File: config.mk
export PLATFORM = sky130hd
export DESIGN_NAME = pew_host
export DESIGN_NICKNAME = d
export VERILOG_FILES = /design/src/pew_pkg.sv /design/src/pew_host.sv
export SDC_FILE = /design/constraint.sdc
export NUM_CORES = 1
export LEC_CHECK = 0
export BUFFER_PORTS_ARGS = -buffer_cell sky130_fd_sc_hd__buf_4
export CORE_MARGIN = 3
export CORE_UTILIZATION = 55
export CTS_BUF_LIST = sky130_fd_sc_hd__clkbuf_8
export DETAILED_ROUTE_END_ITERATION = 8
export HOLD_SLACK_MARGIN = 0.15
export PLACE_DENSITY_LB_ADDON = 0.3
export SLEW_MARGIN = 0
export SYNTH_ARGS = -nofsm -noshare
export SYNTH_HDL_FRONTEND = slang
export SYNTH_SLANG_ARGS = --single-unit
File: constraint.sdc
create_clock -name core_clk -period 6.4 [get_ports core_clk]
set_clock_uncertainty 0.05 [all_clocks]
set_input_delay 0.96 -clock core_clk [delete_from_list [all_inputs] [get_ports core_clk]]
set_output_delay 0.96 -clock core_clk [all_outputs]
set_load 0.01 [all_outputs]
File: src/pew_pkg.sv
package pew_pkg;
    localparam int CLK_NS         = 4;
    localparam int PU_WRITE_MS    = 10;
    localparam int PU_WRITE_CYC   = PU_WRITE_MS * 1000000 / CLK_NS;
    localparam int PU_READ_US     = 1;
    localparam int PU_READ_CYC    = (PU_READ_US * 1000 + CLK_NS - 1) / CLK_NS;
    localparam int PAGE_WIN_US    = 100;
    localparam int PAGE_WIN_CYC   = PAGE_WIN_US * 1000 / CLK_NS;
    localparam int GLITCH_NS      = 10;
    localparam int GLITCH_CYC     = (GLITCH_NS + CLK_NS - 1) / CLK_NS;
    localparam int ACCESS_NS      = 90;
    localparam int SYNC_CYC       = 2;
    localparam int ACCESS_CYC     = (ACCESS_NS + CLK_NS - 1) / CLK_NS + SYNC_CYC;
    localparam int WE_NS          = 100;
    localparam int WE_CYC         = (WE_NS + CLK_NS - 1) / CLK_NS;
    localparam int SETUP_NS       = 10;
    localparam int SETUP_CYC      = (SETUP_NS + CLK_NS - 1) / CLK_NS;
    localparam int HOLD_NS        = 10;
    localparam int HOLD_CYC       = (HOLD_NS + CLK_NS - 1) / CLK_NS;
    localparam int WR_LAT_CYC     = SETUP_CYC + WE_CYC + HOLD_CYC + 5;
    localparam int PAGE_BYTES     = 64;
    localparam int PAGE_MSB       = 10;
    localparam int PAGE_LSB       = 6;
    localparam logic [7:0] REG_CMD    = 8'h00;
    localparam logic [7:0] REG_ADDR   = 8'h04;
    localparam logic [7:0] REG_WDATA  = 8'h08;
    localparam logic [7:0] REG_RDATA  = 8'h0C;
    localparam logic [7:0] REG_STATUS = 8'h10;
    localparam int CMD_READ_BIT   = 0;
    localparam int CMD_WRITE_BIT  = 1;
    localparam int CMD_POLL_BIT   = 2;
    localparam int ST_BUSY        = 0;
    localparam int ST_PAGE_OPEN   = 1;
    localparam int ST_ERR         = 2;
    localparam int ST_WR_OK       = 3;
    localparam int ST_RD_OK       = 4;
    localparam int ST_DONE        = 5;
    localparam int ST_RDY         = 6;
    localparam int ST_DQ5         = 7;
    localparam int ST_PROG        = 8;
    localparam int ST_POLL        = 9;

    typedef enum logic [2:0] {
        PH_IDLE, PH_RD_SETUP, PH_RD_WAIT, PH_RD_END, PH_WR_SETUP, PH_WR_PULSE, PH_WR_HOLD
    } pew_phase_type;

    typedef struct packed {
        logic        ce_n;
        logic        oe_n;
        logic        we_n;
        logic [10:0] addr;
    } pew_pins_type;

    localparam pew_pins_type PINS_RST = '{ce_n: 1'b1, oe_n: 1'b1, we_n: 1'b1, addr: 11'h000};
endpackage

File: src/pew_host.sv
`timescale 1ns/1ns
`default_nettype none
// Contract
// - write: we, ce low with oe high
// - at most 64 bytes, gaps within window
// - further bytes only within window
// - all page bytes share A10 to A6
module pew_host #(
    parameter int POWERUP_WRITE_CYC = pew_pkg::PU_WRITE_CYC,
    parameter int PAGE_WINDOW_CYC   = pew_pkg::PAGE_WIN_CYC
) (
    input  wire logic                  core_clk,
    input  wire logic                  rst_n,
    input  wire logic                  wb_cyc,
    input  wire logic                  wb_stb,
    input  wire logic                  wb_we,
    input  wire logic [7:0]            wb_adr,
    input  wire logic [3:0]            wb_sel,
    input  wire logic [31:0]           wb_wdat,
    output logic      [31:0]           wb_rdat,
    output logic                       wb_ack,
    output pew_pkg::pew_pins_type      ee_pins,
    input  wire logic [7:0]            ee_dq_in,
    output logic      [7:0]            ee_dq_out,
    output logic                       ee_dq_oe,
    input  wire logic                  ee_rdy_in
);
    localparam logic [23:0] PU_MAX  = 24'(POWERUP_WRITE_CYC);
    localparam logic [23:0] PU_RD   = 24'(pew_pkg::PU_READ_CYC);
    localparam logic [23:0] WIN_MAX = 24'(PAGE_WINDOW_CYC);

    typedef struct packed {
        pew_pkg::pew_phase_type ph;
        pew_pkg::pew_pins_type  pins;
        logic [7:0]             dq_out;
        logic                   dq_oe;
        logic [7:0]             cnt;
        logic [23:0]            pu_cnt;
        logic [23:0]            gap;
        logic [10:0]            addr;
        logic [7:0]             wdata;
        logic [7:0]             rdata;
        logic [7:0]             dq_s1;
        logic [7:0]             dq_s2;
        logic                   rdy_s1;
        logic                   rdy_s2;
        logic                   last_bit7;
        logic                   page_open;
        logic [4:0]             page_base;
        logic [6:0]             page_cnt;
        logic                   prog;
        logic                   poll;
        logic                   have_prev;
        logic                   prev_dq6;
        logic                   done;
        logic                   err;
        logic                   dq5;
        logic                   ack;
        logic [31:0]            rdat;
    } pew_state_type;

    pew_state_type s_r;
    pew_state_type s_nxt;
    logic          rd_ok;
    logic          wr_ok;
    logic          go_rd;
    logic          go_wr;
    logic          go_poll;
    logic          page_fit;

    function automatic logic [4:0] page_of(input logic [10:0] a);
        page_of = a[pew_pkg::PAGE_MSB:pew_pkg::PAGE_LSB];
    endfunction

    assign rd_ok    = s_r.pu_cnt >= PU_RD;
    assign wr_ok    = s_r.pu_cnt == PU_MAX;
    assign page_fit = !s_r.page_open
                   || (page_of(s_r.addr) == s_r.page_base
                       && s_r.page_cnt < 7'(pew_pkg::PAGE_BYTES)
                       && s_r.gap + 24'(pew_pkg::WR_LAT_CYC) < WIN_MAX);

    always_comb begin
        s_nxt        = s_r;
        go_rd        = 1'b0;
        go_wr        = 1'b0;
        go_poll      = 1'b0;
        s_nxt.dq_s1  = ee_dq_in;
        s_nxt.dq_s2  = s_r.dq_s1;
        s_nxt.rdy_s1 = ee_rdy_in;
        s_nxt.rdy_s2 = s_r.rdy_s1;
        s_nxt.ack    = wb_cyc && wb_stb && !s_r.ack;
        s_nxt.rdat   = 32'h0000_0000;
        if (s_r.pu_cnt != PU_MAX) begin
            s_nxt.pu_cnt = s_r.pu_cnt + 24'h000001;
        end
        if (s_r.cnt != 8'h00) begin
            s_nxt.cnt = s_r.cnt - 8'h01;
        end
        // gap frozen while a byte is on the bus
        if (s_r.page_open && s_r.ph < pew_pkg::PH_WR_SETUP) begin
            if (s_r.gap >= WIN_MAX) begin
                s_nxt.page_open = 1'b0;
                s_nxt.prog      = 1'b1;
            end else begin
                s_nxt.gap = s_r.gap + 24'h000001;
            end
        end
        if (s_nxt.ack && wb_we && wb_sel[0]) begin
            case (wb_adr)
                pew_pkg::REG_CMD: begin
                    go_rd   = wb_wdat[pew_pkg::CMD_READ_BIT];
                    go_wr   = wb_wdat[pew_pkg::CMD_WRITE_BIT];
                    go_poll = wb_wdat[pew_pkg::CMD_POLL_BIT];
                end
                pew_pkg::REG_ADDR: begin
                    s_nxt.addr = wb_wdat[10:0];
                end
                pew_pkg::REG_WDATA: begin
                    s_nxt.wdata = wb_wdat[7:0];
                end
                pew_pkg::REG_STATUS: begin
                    if (wb_wdat[pew_pkg::ST_ERR]) begin
                        s_nxt.err = 1'b0;
                    end
                end
                default: begin
                end
            endcase
        end
        if (s_nxt.ack && !wb_we) begin
            case (wb_adr)
                pew_pkg::REG_ADDR:  s_nxt.rdat[10:0] = s_r.addr;
                pew_pkg::REG_WDATA: s_nxt.rdat[7:0]  = s_r.wdata;
                pew_pkg::REG_RDATA: s_nxt.rdat[7:0]  = s_r.rdata;
                pew_pkg::REG_STATUS: begin
                    s_nxt.rdat[pew_pkg::ST_BUSY]      = s_r.ph != pew_pkg::PH_IDLE;
                    s_nxt.rdat[pew_pkg::ST_PAGE_OPEN] = s_r.page_open;
                    s_nxt.rdat[pew_pkg::ST_ERR]       = s_r.err;
                    s_nxt.rdat[pew_pkg::ST_WR_OK]     = wr_ok;
                    s_nxt.rdat[pew_pkg::ST_RD_OK]     = rd_ok;
                    s_nxt.rdat[pew_pkg::ST_DONE]      = s_r.done;
                    s_nxt.rdat[pew_pkg::ST_RDY]       = s_r.rdy_s2;
                    s_nxt.rdat[pew_pkg::ST_DQ5]       = s_r.dq5;
                    s_nxt.rdat[pew_pkg::ST_PROG]      = s_r.prog;
                    s_nxt.rdat[pew_pkg::ST_POLL]      = s_r.poll;
                end
                default: begin
                end
            endcase
        end
        case (s_r.ph)
            pew_pkg::PH_IDLE: begin
                if (go_wr) begin
                    if (wr_ok && !s_r.prog && !s_r.poll && page_fit) begin
                        if (!s_r.page_open) begin
                            s_nxt.page_base = page_of(s_r.addr);
                            s_nxt.page_cnt  = 7'h01;
                        end else begin
                            s_nxt.page_cnt = s_r.page_cnt + 7'h01;
                        end
                        s_nxt.page_open  = 1'b1;
                        s_nxt.gap        = 24'h000000;
                        s_nxt.done       = 1'b0;
                        s_nxt.last_bit7  = s_r.wdata[7];
                        s_nxt.dq_out     = s_r.wdata;
                        s_nxt.pins.addr  = s_r.addr;
                        s_nxt.pins.ce_n  = 1'b0;
                        s_nxt.cnt        = 8'(pew_pkg::SETUP_CYC);
                        s_nxt.ph         = pew_pkg::PH_WR_SETUP;
                    end else begin
                        s_nxt.err = 1'b1;
                    end
                end else if ((go_rd && rd_ok) || s_r.poll
                             || (go_poll && rd_ok && (s_r.prog || s_r.page_open))) begin
                    if (go_poll) begin
                        s_nxt.poll      = 1'b1;
                        s_nxt.have_prev = 1'b0;
                        s_nxt.done      = 1'b0;
                    end
                    s_nxt.pins.addr = s_r.addr;
                    s_nxt.pins.ce_n = 1'b0;
                    s_nxt.cnt       = 8'(pew_pkg::SETUP_CYC);
                    s_nxt.ph        = pew_pkg::PH_RD_SETUP;
                end
            end
            pew_pkg::PH_RD_SETUP: begin
                if (s_r.cnt == 8'h00) begin
                    s_nxt.pins.oe_n = 1'b0;
                    s_nxt.cnt       = 8'(pew_pkg::ACCESS_CYC);
                    s_nxt.ph        = pew_pkg::PH_RD_WAIT;
                end
            end
            pew_pkg::PH_RD_WAIT: begin
                if (s_r.cnt == 8'h00) begin
                    s_nxt.rdata     = s_r.dq_s2;
                    s_nxt.dq5       = s_r.dq_s2[5];
                    s_nxt.prev_dq6  = s_r.dq_s2[6];
                    s_nxt.have_prev = s_r.poll;
                    // finished once toggling stops and bit 7 is true again
                    if (s_r.poll && s_r.have_prev && !s_r.page_open
                        && s_r.dq_s2[6] == s_r.prev_dq6
                        && s_r.dq_s2[7] == s_r.last_bit7) begin
                        s_nxt.poll = 1'b0;
                        s_nxt.prog = 1'b0;
                        s_nxt.done = 1'b1;
                    end
                    s_nxt.pins.oe_n = 1'b1;
                    s_nxt.pins.ce_n = 1'b1;
                    s_nxt.cnt       = 8'(pew_pkg::HOLD_CYC);
                    s_nxt.ph        = pew_pkg::PH_RD_END;
                end
            end
            pew_pkg::PH_RD_END: begin
                if (s_r.cnt == 8'h00) begin
                    s_nxt.ph = pew_pkg::PH_IDLE;
                end
            end
            pew_pkg::PH_WR_SETUP: begin
                if (s_r.cnt == 8'h00) begin
                    s_nxt.pins.we_n = 1'b0;
                    s_nxt.dq_oe     = 1'b1;
                    s_nxt.cnt       = 8'(pew_pkg::WE_CYC);
                    s_nxt.ph        = pew_pkg::PH_WR_PULSE;
                end
            end
            pew_pkg::PH_WR_PULSE: begin
                if (s_r.cnt == 8'h00) begin
                    s_nxt.pins.we_n = 1'b1;
                    s_nxt.cnt       = 8'(pew_pkg::HOLD_CYC);
                    s_nxt.ph        = pew_pkg::PH_WR_HOLD;
                end
            end
            pew_pkg::PH_WR_HOLD: begin
                if (s_r.cnt == 8'h00) begin
                    s_nxt.pins.ce_n = 1'b1;
                    s_nxt.dq_oe     = 1'b0;
                    s_nxt.gap       = 24'h000000;
                    s_nxt.ph        = pew_pkg::PH_IDLE;
                end
            end
            default: begin
                s_nxt.ph = pew_pkg::PH_IDLE;
            end
        endcase
    end

    always_ff @(posedge core_clk or negedge rst_n) begin
        if (!rst_n) begin
            s_r      <= '0;
            s_r.ph   <= pew_pkg::PH_IDLE;
            s_r.pins <= pew_pkg::PINS_RST;
        end else begin
            s_r <= s_nxt;
        end
    end

    assign wb_rdat   = s_r.rdat;
    assign wb_ack    = s_r.ack;
    assign ee_pins   = s_r.pins;
    assign ee_dq_out = s_r.dq_out;
    assign ee_dq_oe  = s_r.dq_oe;
endmodule
`default_nettype wire

# Word-level counts from Yosys, hierarchy flattened
# Cells that the tools add are included.
totals:
  input_bits: 58
  output_inout_bits: 56
  regBits: 160
  word_cells: 194
op_classes:
  n_eq_ne: 29
  addsub: 5
  muxes: 71
  bitwise_logic: 1
  n_reduce_logical: 53
  magnitude_cmp: 5
ops:
  columns: ["op", "n"]
  rows:
  - ["two-way mux 24 bit", 5]
  - ["case mux 8 bit (4 select lines)", 2]
  - ["adder 24 x 1 -> 24 bit (second input constant)", 2]
  - ["two-way mux 8 bit", 6]
  - ["case mux 24 bit (2 select lines)", 1]
  - ["two-way mux 13 bit", 3]
  - ["two-way mux 11 bit", 3]
  - ["two-way mux 1 bit", 25]
  - ["adder 24 x 6 -> 24 bit (second input constant)", 1]
  - ["== test 24 x 22 -> 1 bit (second input constant)", 1]
  - [">= comparator 24 x 15 -> 1 bit (second input constant)", 1]
  - [">= comparator 24 x 8 -> 1 bit (second input constant)", 1]
  - ["less-than comparator 24 x 15 -> 1 bit (second input constant)", 1]
  - ["inequality test 24 x 22 -> 1 bit (second input constant)", 1]
  - ["case mux 3 bit (7 select lines)", 1]
  - ["inequality test 2 bit (second input constant)", 10]
  - ["two-way mux 19 bit", 1]
  - ["logical AND 1 bit", 18]
  - ["== test 8 x 4 -> 1 bit (second input constant)", 2]
  - ["zero test 8 bit", 2]
  - ["two-way mux 4 bit", 4]
  - ["two-way mux 5 bit", 3]
  - ["AND reduction 3 bit", 5]
  - ["two-way mux 3 bit", 4]
  - ["32 further kinds", 61]

# Depth between registers and ports, before layout
logic_depth:
  depth_word: 11
  mapped_depth: 12
  mapped_depth_nobuf: 11

# Worst setup path before layout
# OpenSTA, ideal clock, no wires.
synth_path:
  kind: "input -> register"
  start: "input port wb_stb"
  end: "register s_r, in the netlist ee_pins[10]"
  required_ps: 6225
  n_path_buf: 1
  setup_time_ps: 125
  cell_stages: 9
  slack_ps: 3355
  arrival_time_ps: 2870
  cell_sequence: "and3b_1 > and3_1 > and3_1 > nand2_1 > nor4_2 > a21boi_2 > nor2_4 > buf_4 > mux2_2"
synth_between:
  elab_chain_cells: 10
  word_cells_on_any_way: 16
  classes_between: "1 x eq/ne; 4 x mux; 11 x reduce/logical"
synth_rtl:
  columns: ["item", "line", "source"]
  rows:
  - ["from (decl)", "pew_host.sv:15", "input wire logic wb_stb,"]
  - ["logical AND 1 bit (*) (2 in a row)", "pew_host.sv:91", "s_nxt.ack = wb_cyc && wb_stb && !s_r.ack;"]
  - ["logical AND 1 bit (*) (2 in a row)", "pew_host.sv:108", "if (s_nxt.ack && wb_we && wb_sel[0]) begin"]
  - ["two-way mux 1 bit", "pew_host.sv:108", null]
  - ["logical AND 1 bit, on equally long branches", "pew_host.sv:173, pew_host.sv:174", null]
  - ["logical OR 1 bit or logical AND 1 bit (tied branches)", "pew_host.sv:173, pew_host.sv:174", null]
  - ["logical OR 1 bit", "pew_host.sv:174", "|| (go_poll && rd_ok && (s_r.prog || s_r.page_open))) begin"]
  - ["nonzero test 2 bit (no source line)", null, null]
  - ["AND reduction 3 bit (no source line)", null, null]
  - ["to (signal assigned)", "pew_host.sv:253", "s_r <= s_nxt;"]
  - ["to (decl)", "pew_host.sv:62", "pew_state_type s_r;"]
# Every way passes the cells marked *; elsewhere a longest branch is shown, timed or not.
# A chain may end at the register's enable or synchronous reset.

# Worst setup path in the final report
layout_path:
  start: "register s_r[102] (netlist bit)"
  end: "register s_r[46] (netlist bit)"
layout_between:
  elab_chain_cells: 6
layout_rtl:
  columns: ["item", "line", "source"]
  rows:
  - ["adder 24 x 6 -> 24 bit", "pew_host.sv:80", "&& s_r.gap + 24'(pew_pkg::WR_LAT_CYC) < WIN_MAX);"]
  - ["less-than comparator 24 x 15 -> 1 bit", "pew_host.sv:80", null]
  - ["logical AND 1 bit", "pew_host.sv:80", null]
  - ["logical OR 1 bit", "pew_host.sv:78", "|| (page_of(s_r.addr) == s_r.page_base"]
  - ["logical AND 1 bit", "pew_host.sv:154", "if (wr_ok && !s_r.prog && !s_r.poll && page_fit) begin"]
  - ["AND reduction 3 bit (no source line)", null, null]
# Every way passes these cells.

==> flow_metrics.tcl <==
set metrics [dict create \
    status "finished clean" \
    ys_types 71 \
    hpwlAfterDp_mm 11.2 \
    start_util_pct 56.3 \
    finalSetupTns_ns 0 \
    synth-adder-area-share_pct 1.59 \
    num_rows 43 \
    ctsHoldBuffers 0 \
    root_buffer "clkbuf_8" \
    synth_top_family_by_area "simple AND/OR/NAND/NOR gates" \
    synth_compound_area_share_pct 8.84 \
    ys_ff_latch 157 \
    synth-simple-area-share_pct 16.2 \
    tightest_slew_ns 1.06 \
    ir_worst_vdd_v 0.000189 \
    postCtsSetupBuffers 0 \
    synthesis.area_sq_mm 0.00785 \
    syn_area_per_cell_sq_um 10.8 \
    synth_mux_area_share_pct 9.15 \
    layout-drive-gt1-share_pct 23.9 \
    grt_usage_pct 20.8 \
    p_total_w 0.00180 \
    clk_latency_ns 0.46 \
    hold_viol_final 0 \
    multi_input_area_sq_mm 0.00336 \
    synth_cells 728 \
    dr.pass1.iters 5 \
    critPathRequiredTime_ns 6.73 \
    synthFlopType "dfrtp_1" \
    layout_commonest_cell "dfrtp_1" \
    drtIter0Drc 371 \
    clkTransAtPathRegs_ns 0.09 \
    routed_wl_mm 15.8 \
    antenna_found_initial 0 \
    fmax_mhz 276 \
    hold_depth 0 \
    synth-async-reset-ratio_pct 100 \
    min_period_ns 3.63 \
    synth_edf_count 0 \
    overflow 0 \
    grt_pass1_vias 5426 \
    dpl-instance-area_sq_mm 0.00815 \
    cts_buffers 17 \
    final-seq-area_sq_mm 0.00393 \
    rsz0062_at_grt "false" \
    leakagePower_nw 4.03 \
    fill_cells 1116 \
    vias 5357 \
    hp-class "reg2reg" \
    crit_path_end_kind "flip-flop" \
    vias_per_cell 5.64 \
    synth-warning-count 0 \
    dieArea_sq_mm 0.0157 \
    grt_pass1_wl_mm 26.8 \
    cp-start-kind "flip-flop" \
    clock_path_buffers 2 \
    cts_resized 0 \
    arrival_ns 3.95 \
    drv_cap 0 \
    ff2ff_path_depth 10 \
    antenna_cells 0 \
    cts.sinks 157 \
    max-slew-margin-rel_pct 28.7 \
    ys_seq_area_share_pct 50.1 \
    place_congestion 0.885 \
    nets 825 \
    finalSetupViolations 0 \
    avgRoutedWirePerCell_um 16.7 \
    grt_max_degree 106 \
    drc 0 \
    crit_type "reg2reg" \
    worst-path-max-fanout 13 \
    die_h_um 125 \
    powerDensity_mw_per_mm2 211 \
    period_share_pct 56.7 \
    ios 114 \
    layout_common_cells "dfrtp_1 (154), buf_4 (70), mux2_2 (62)" \
    core_area_sq_mm 0.0139 \
    portBuffers 68 \
    synthXorXnorAreaFrac_pct 6.03 \
    cts_max_level 4 \
    fin_area_sq_mm 0.00855 \
    cts_tree "yes" \
    die_width_um 125 \
    detail-route-antenna-nets 0 \
    slew_viol_final 0 \
    synthToLayoutAreaGrowth_pct 9.03 \
]
flip-flops by register name, indices dropped and copies added, names as in the netlist:
| signal | flops |
|---|---|
| ee_dq_oe | 1 |
| ee_dq_out | 8 |
| ee_pins | 14 |
| s_nxt | 9 |
| s_r | 113 |
| wb_ack | 1 |
| wb_rdat | 11 |
cell families (layout without fill, tap and decap cells):
| kind of cell | after synthesis | count (layout) |
|---|---|---|
| and+or+nand+nor | 239 | 239 |
| DFF | 157 | 157 |
| buffers and inverters | 106 | 127 |
| AOI/OAI and AO/OA | 97 | 97 |
| muxes | 64 | 64 |
| xor gates and xnor gates | 54 | 54 |
| adders and majority gates | 10 | 10 |
| other | 1 | 21 |
worst max-delay path, stage by stage (launching register included):
cell	delay, ns
dfrtp_1	0.51
ha_1	0.34
a21oi_2	0.13
nor4_4	0.36
nand2_1	0.11
xnor2_1	0.21
o2111ai_2	0.20
o31ai_4	0.39
nand3_1	0.57
or3_1	0.55
a21oi_1	0.14
cell type report:
| type | count | area share, % |
|---|---|---|
| sequential | 157 | 46.0 |
| timing repair buffer | 71 | 6.28 |
| clock inverter | 13 | 1.81 |
| inverter | 25 | 1.10 |
| tap | 180 | 2.63 |
| clock buffer | 18 | 2.90 |
| multi-input combinational | 485 | 39.3 |
path summary, 6_finish.rpt:
path | startpoint | endpoint | slack [ns]
min | s_nxt[61]$_DFF_PN0_ | s_r[61]$_DFF_PN0_ | 0.30
max in group asynchronous | rst_n | s_r[126]$_DFFE_PN0P_ | 4.47
max reg2reg | s_r[102]$_DFF_PN0_ | s_r[46]$_DFFE_PN0P_ | 2.77
min in group asynchronous | rst_n | s_r[106]$_DFF_PN0_ | 0.56
min reg2reg | s_nxt[61]$_DFF_PN0_ | s_r[61]$_DFF_PN0_ | 0.30
max | s_r[102]$_DFF_PN0_ | s_r[46]$_DFFE_PN0P_ | 2.77
per-stage QoR:
| step | hold WS, ns | util, % | setup slack [ns] | cells |
|---|---|---|---|---|
| after floorplan | 0.281 | - | 3.35 | 748 |
| after CTS | 0.306 | 61.4 | 2.78 | 949 |
| final | 0.305 | 61.4 | 2.77 | 949 |
| after detailed placement | 0.285 | 58.5 | 2.71 | 918 |
| after global placement | 0.282 | 58.5 | 2.76 | 918 |
| after global routing | 0.317 | 61.4 | 2.53 | 949 |
cell usage after synthesis (6+ instances only):
library cell  count  area (sq um)
a22o_1            6          52.6
xor2_1           23           201
nand3_1          23           115
dfrtp_1         154          3850
or3_1             6          37.5
xnor2_1          31           272
nor4_1           10          62.6
nand2_1          56           210
nand4_1          13          81.3
nor2_1           59           221
a22oi_1          12          90.1
and3_1           16           100
mux2_2           62           698
buf_4            59           443
clkbuf_1         17          63.8
a21oi_1          18          90.1
and4_1            9          78.8
nand2b_1          8          50.1
o21ai_0          23           115
nor3_1           13          65.1
ha_1             10           125
inv_1            24          90.1
power breakdown:
group | internal (W) | switching, W | leakage, nW | total [W]
registers | 0.000998 | 0.00000281 | 1.96 | 0.00100
clock network | 0.000365 | 0.000384 | 0.195 | 0.000749
logic | 0.0000173 | 0.0000336 | 1.87 | 0.0000510
total | 0.00138 | 0.000421 | 4.03 | 0.00180
routing by layer:
| metal | global-route usage, % | vias to the layer above | share of wire, % |
|---|---|---|---|
| met5 | 0 | - | 0 |
| li1 | - | 2538 | - |
| met4 | 4.85 | 0 | 0.82 |
| met1 | 27.9 | 2697 | 44 |
| met3 | 5.04 | 12 | 4.2 |
| met2 | 34.5 | 110 | 51 |
No activity file was read; power rests on OpenSTA's default activity.
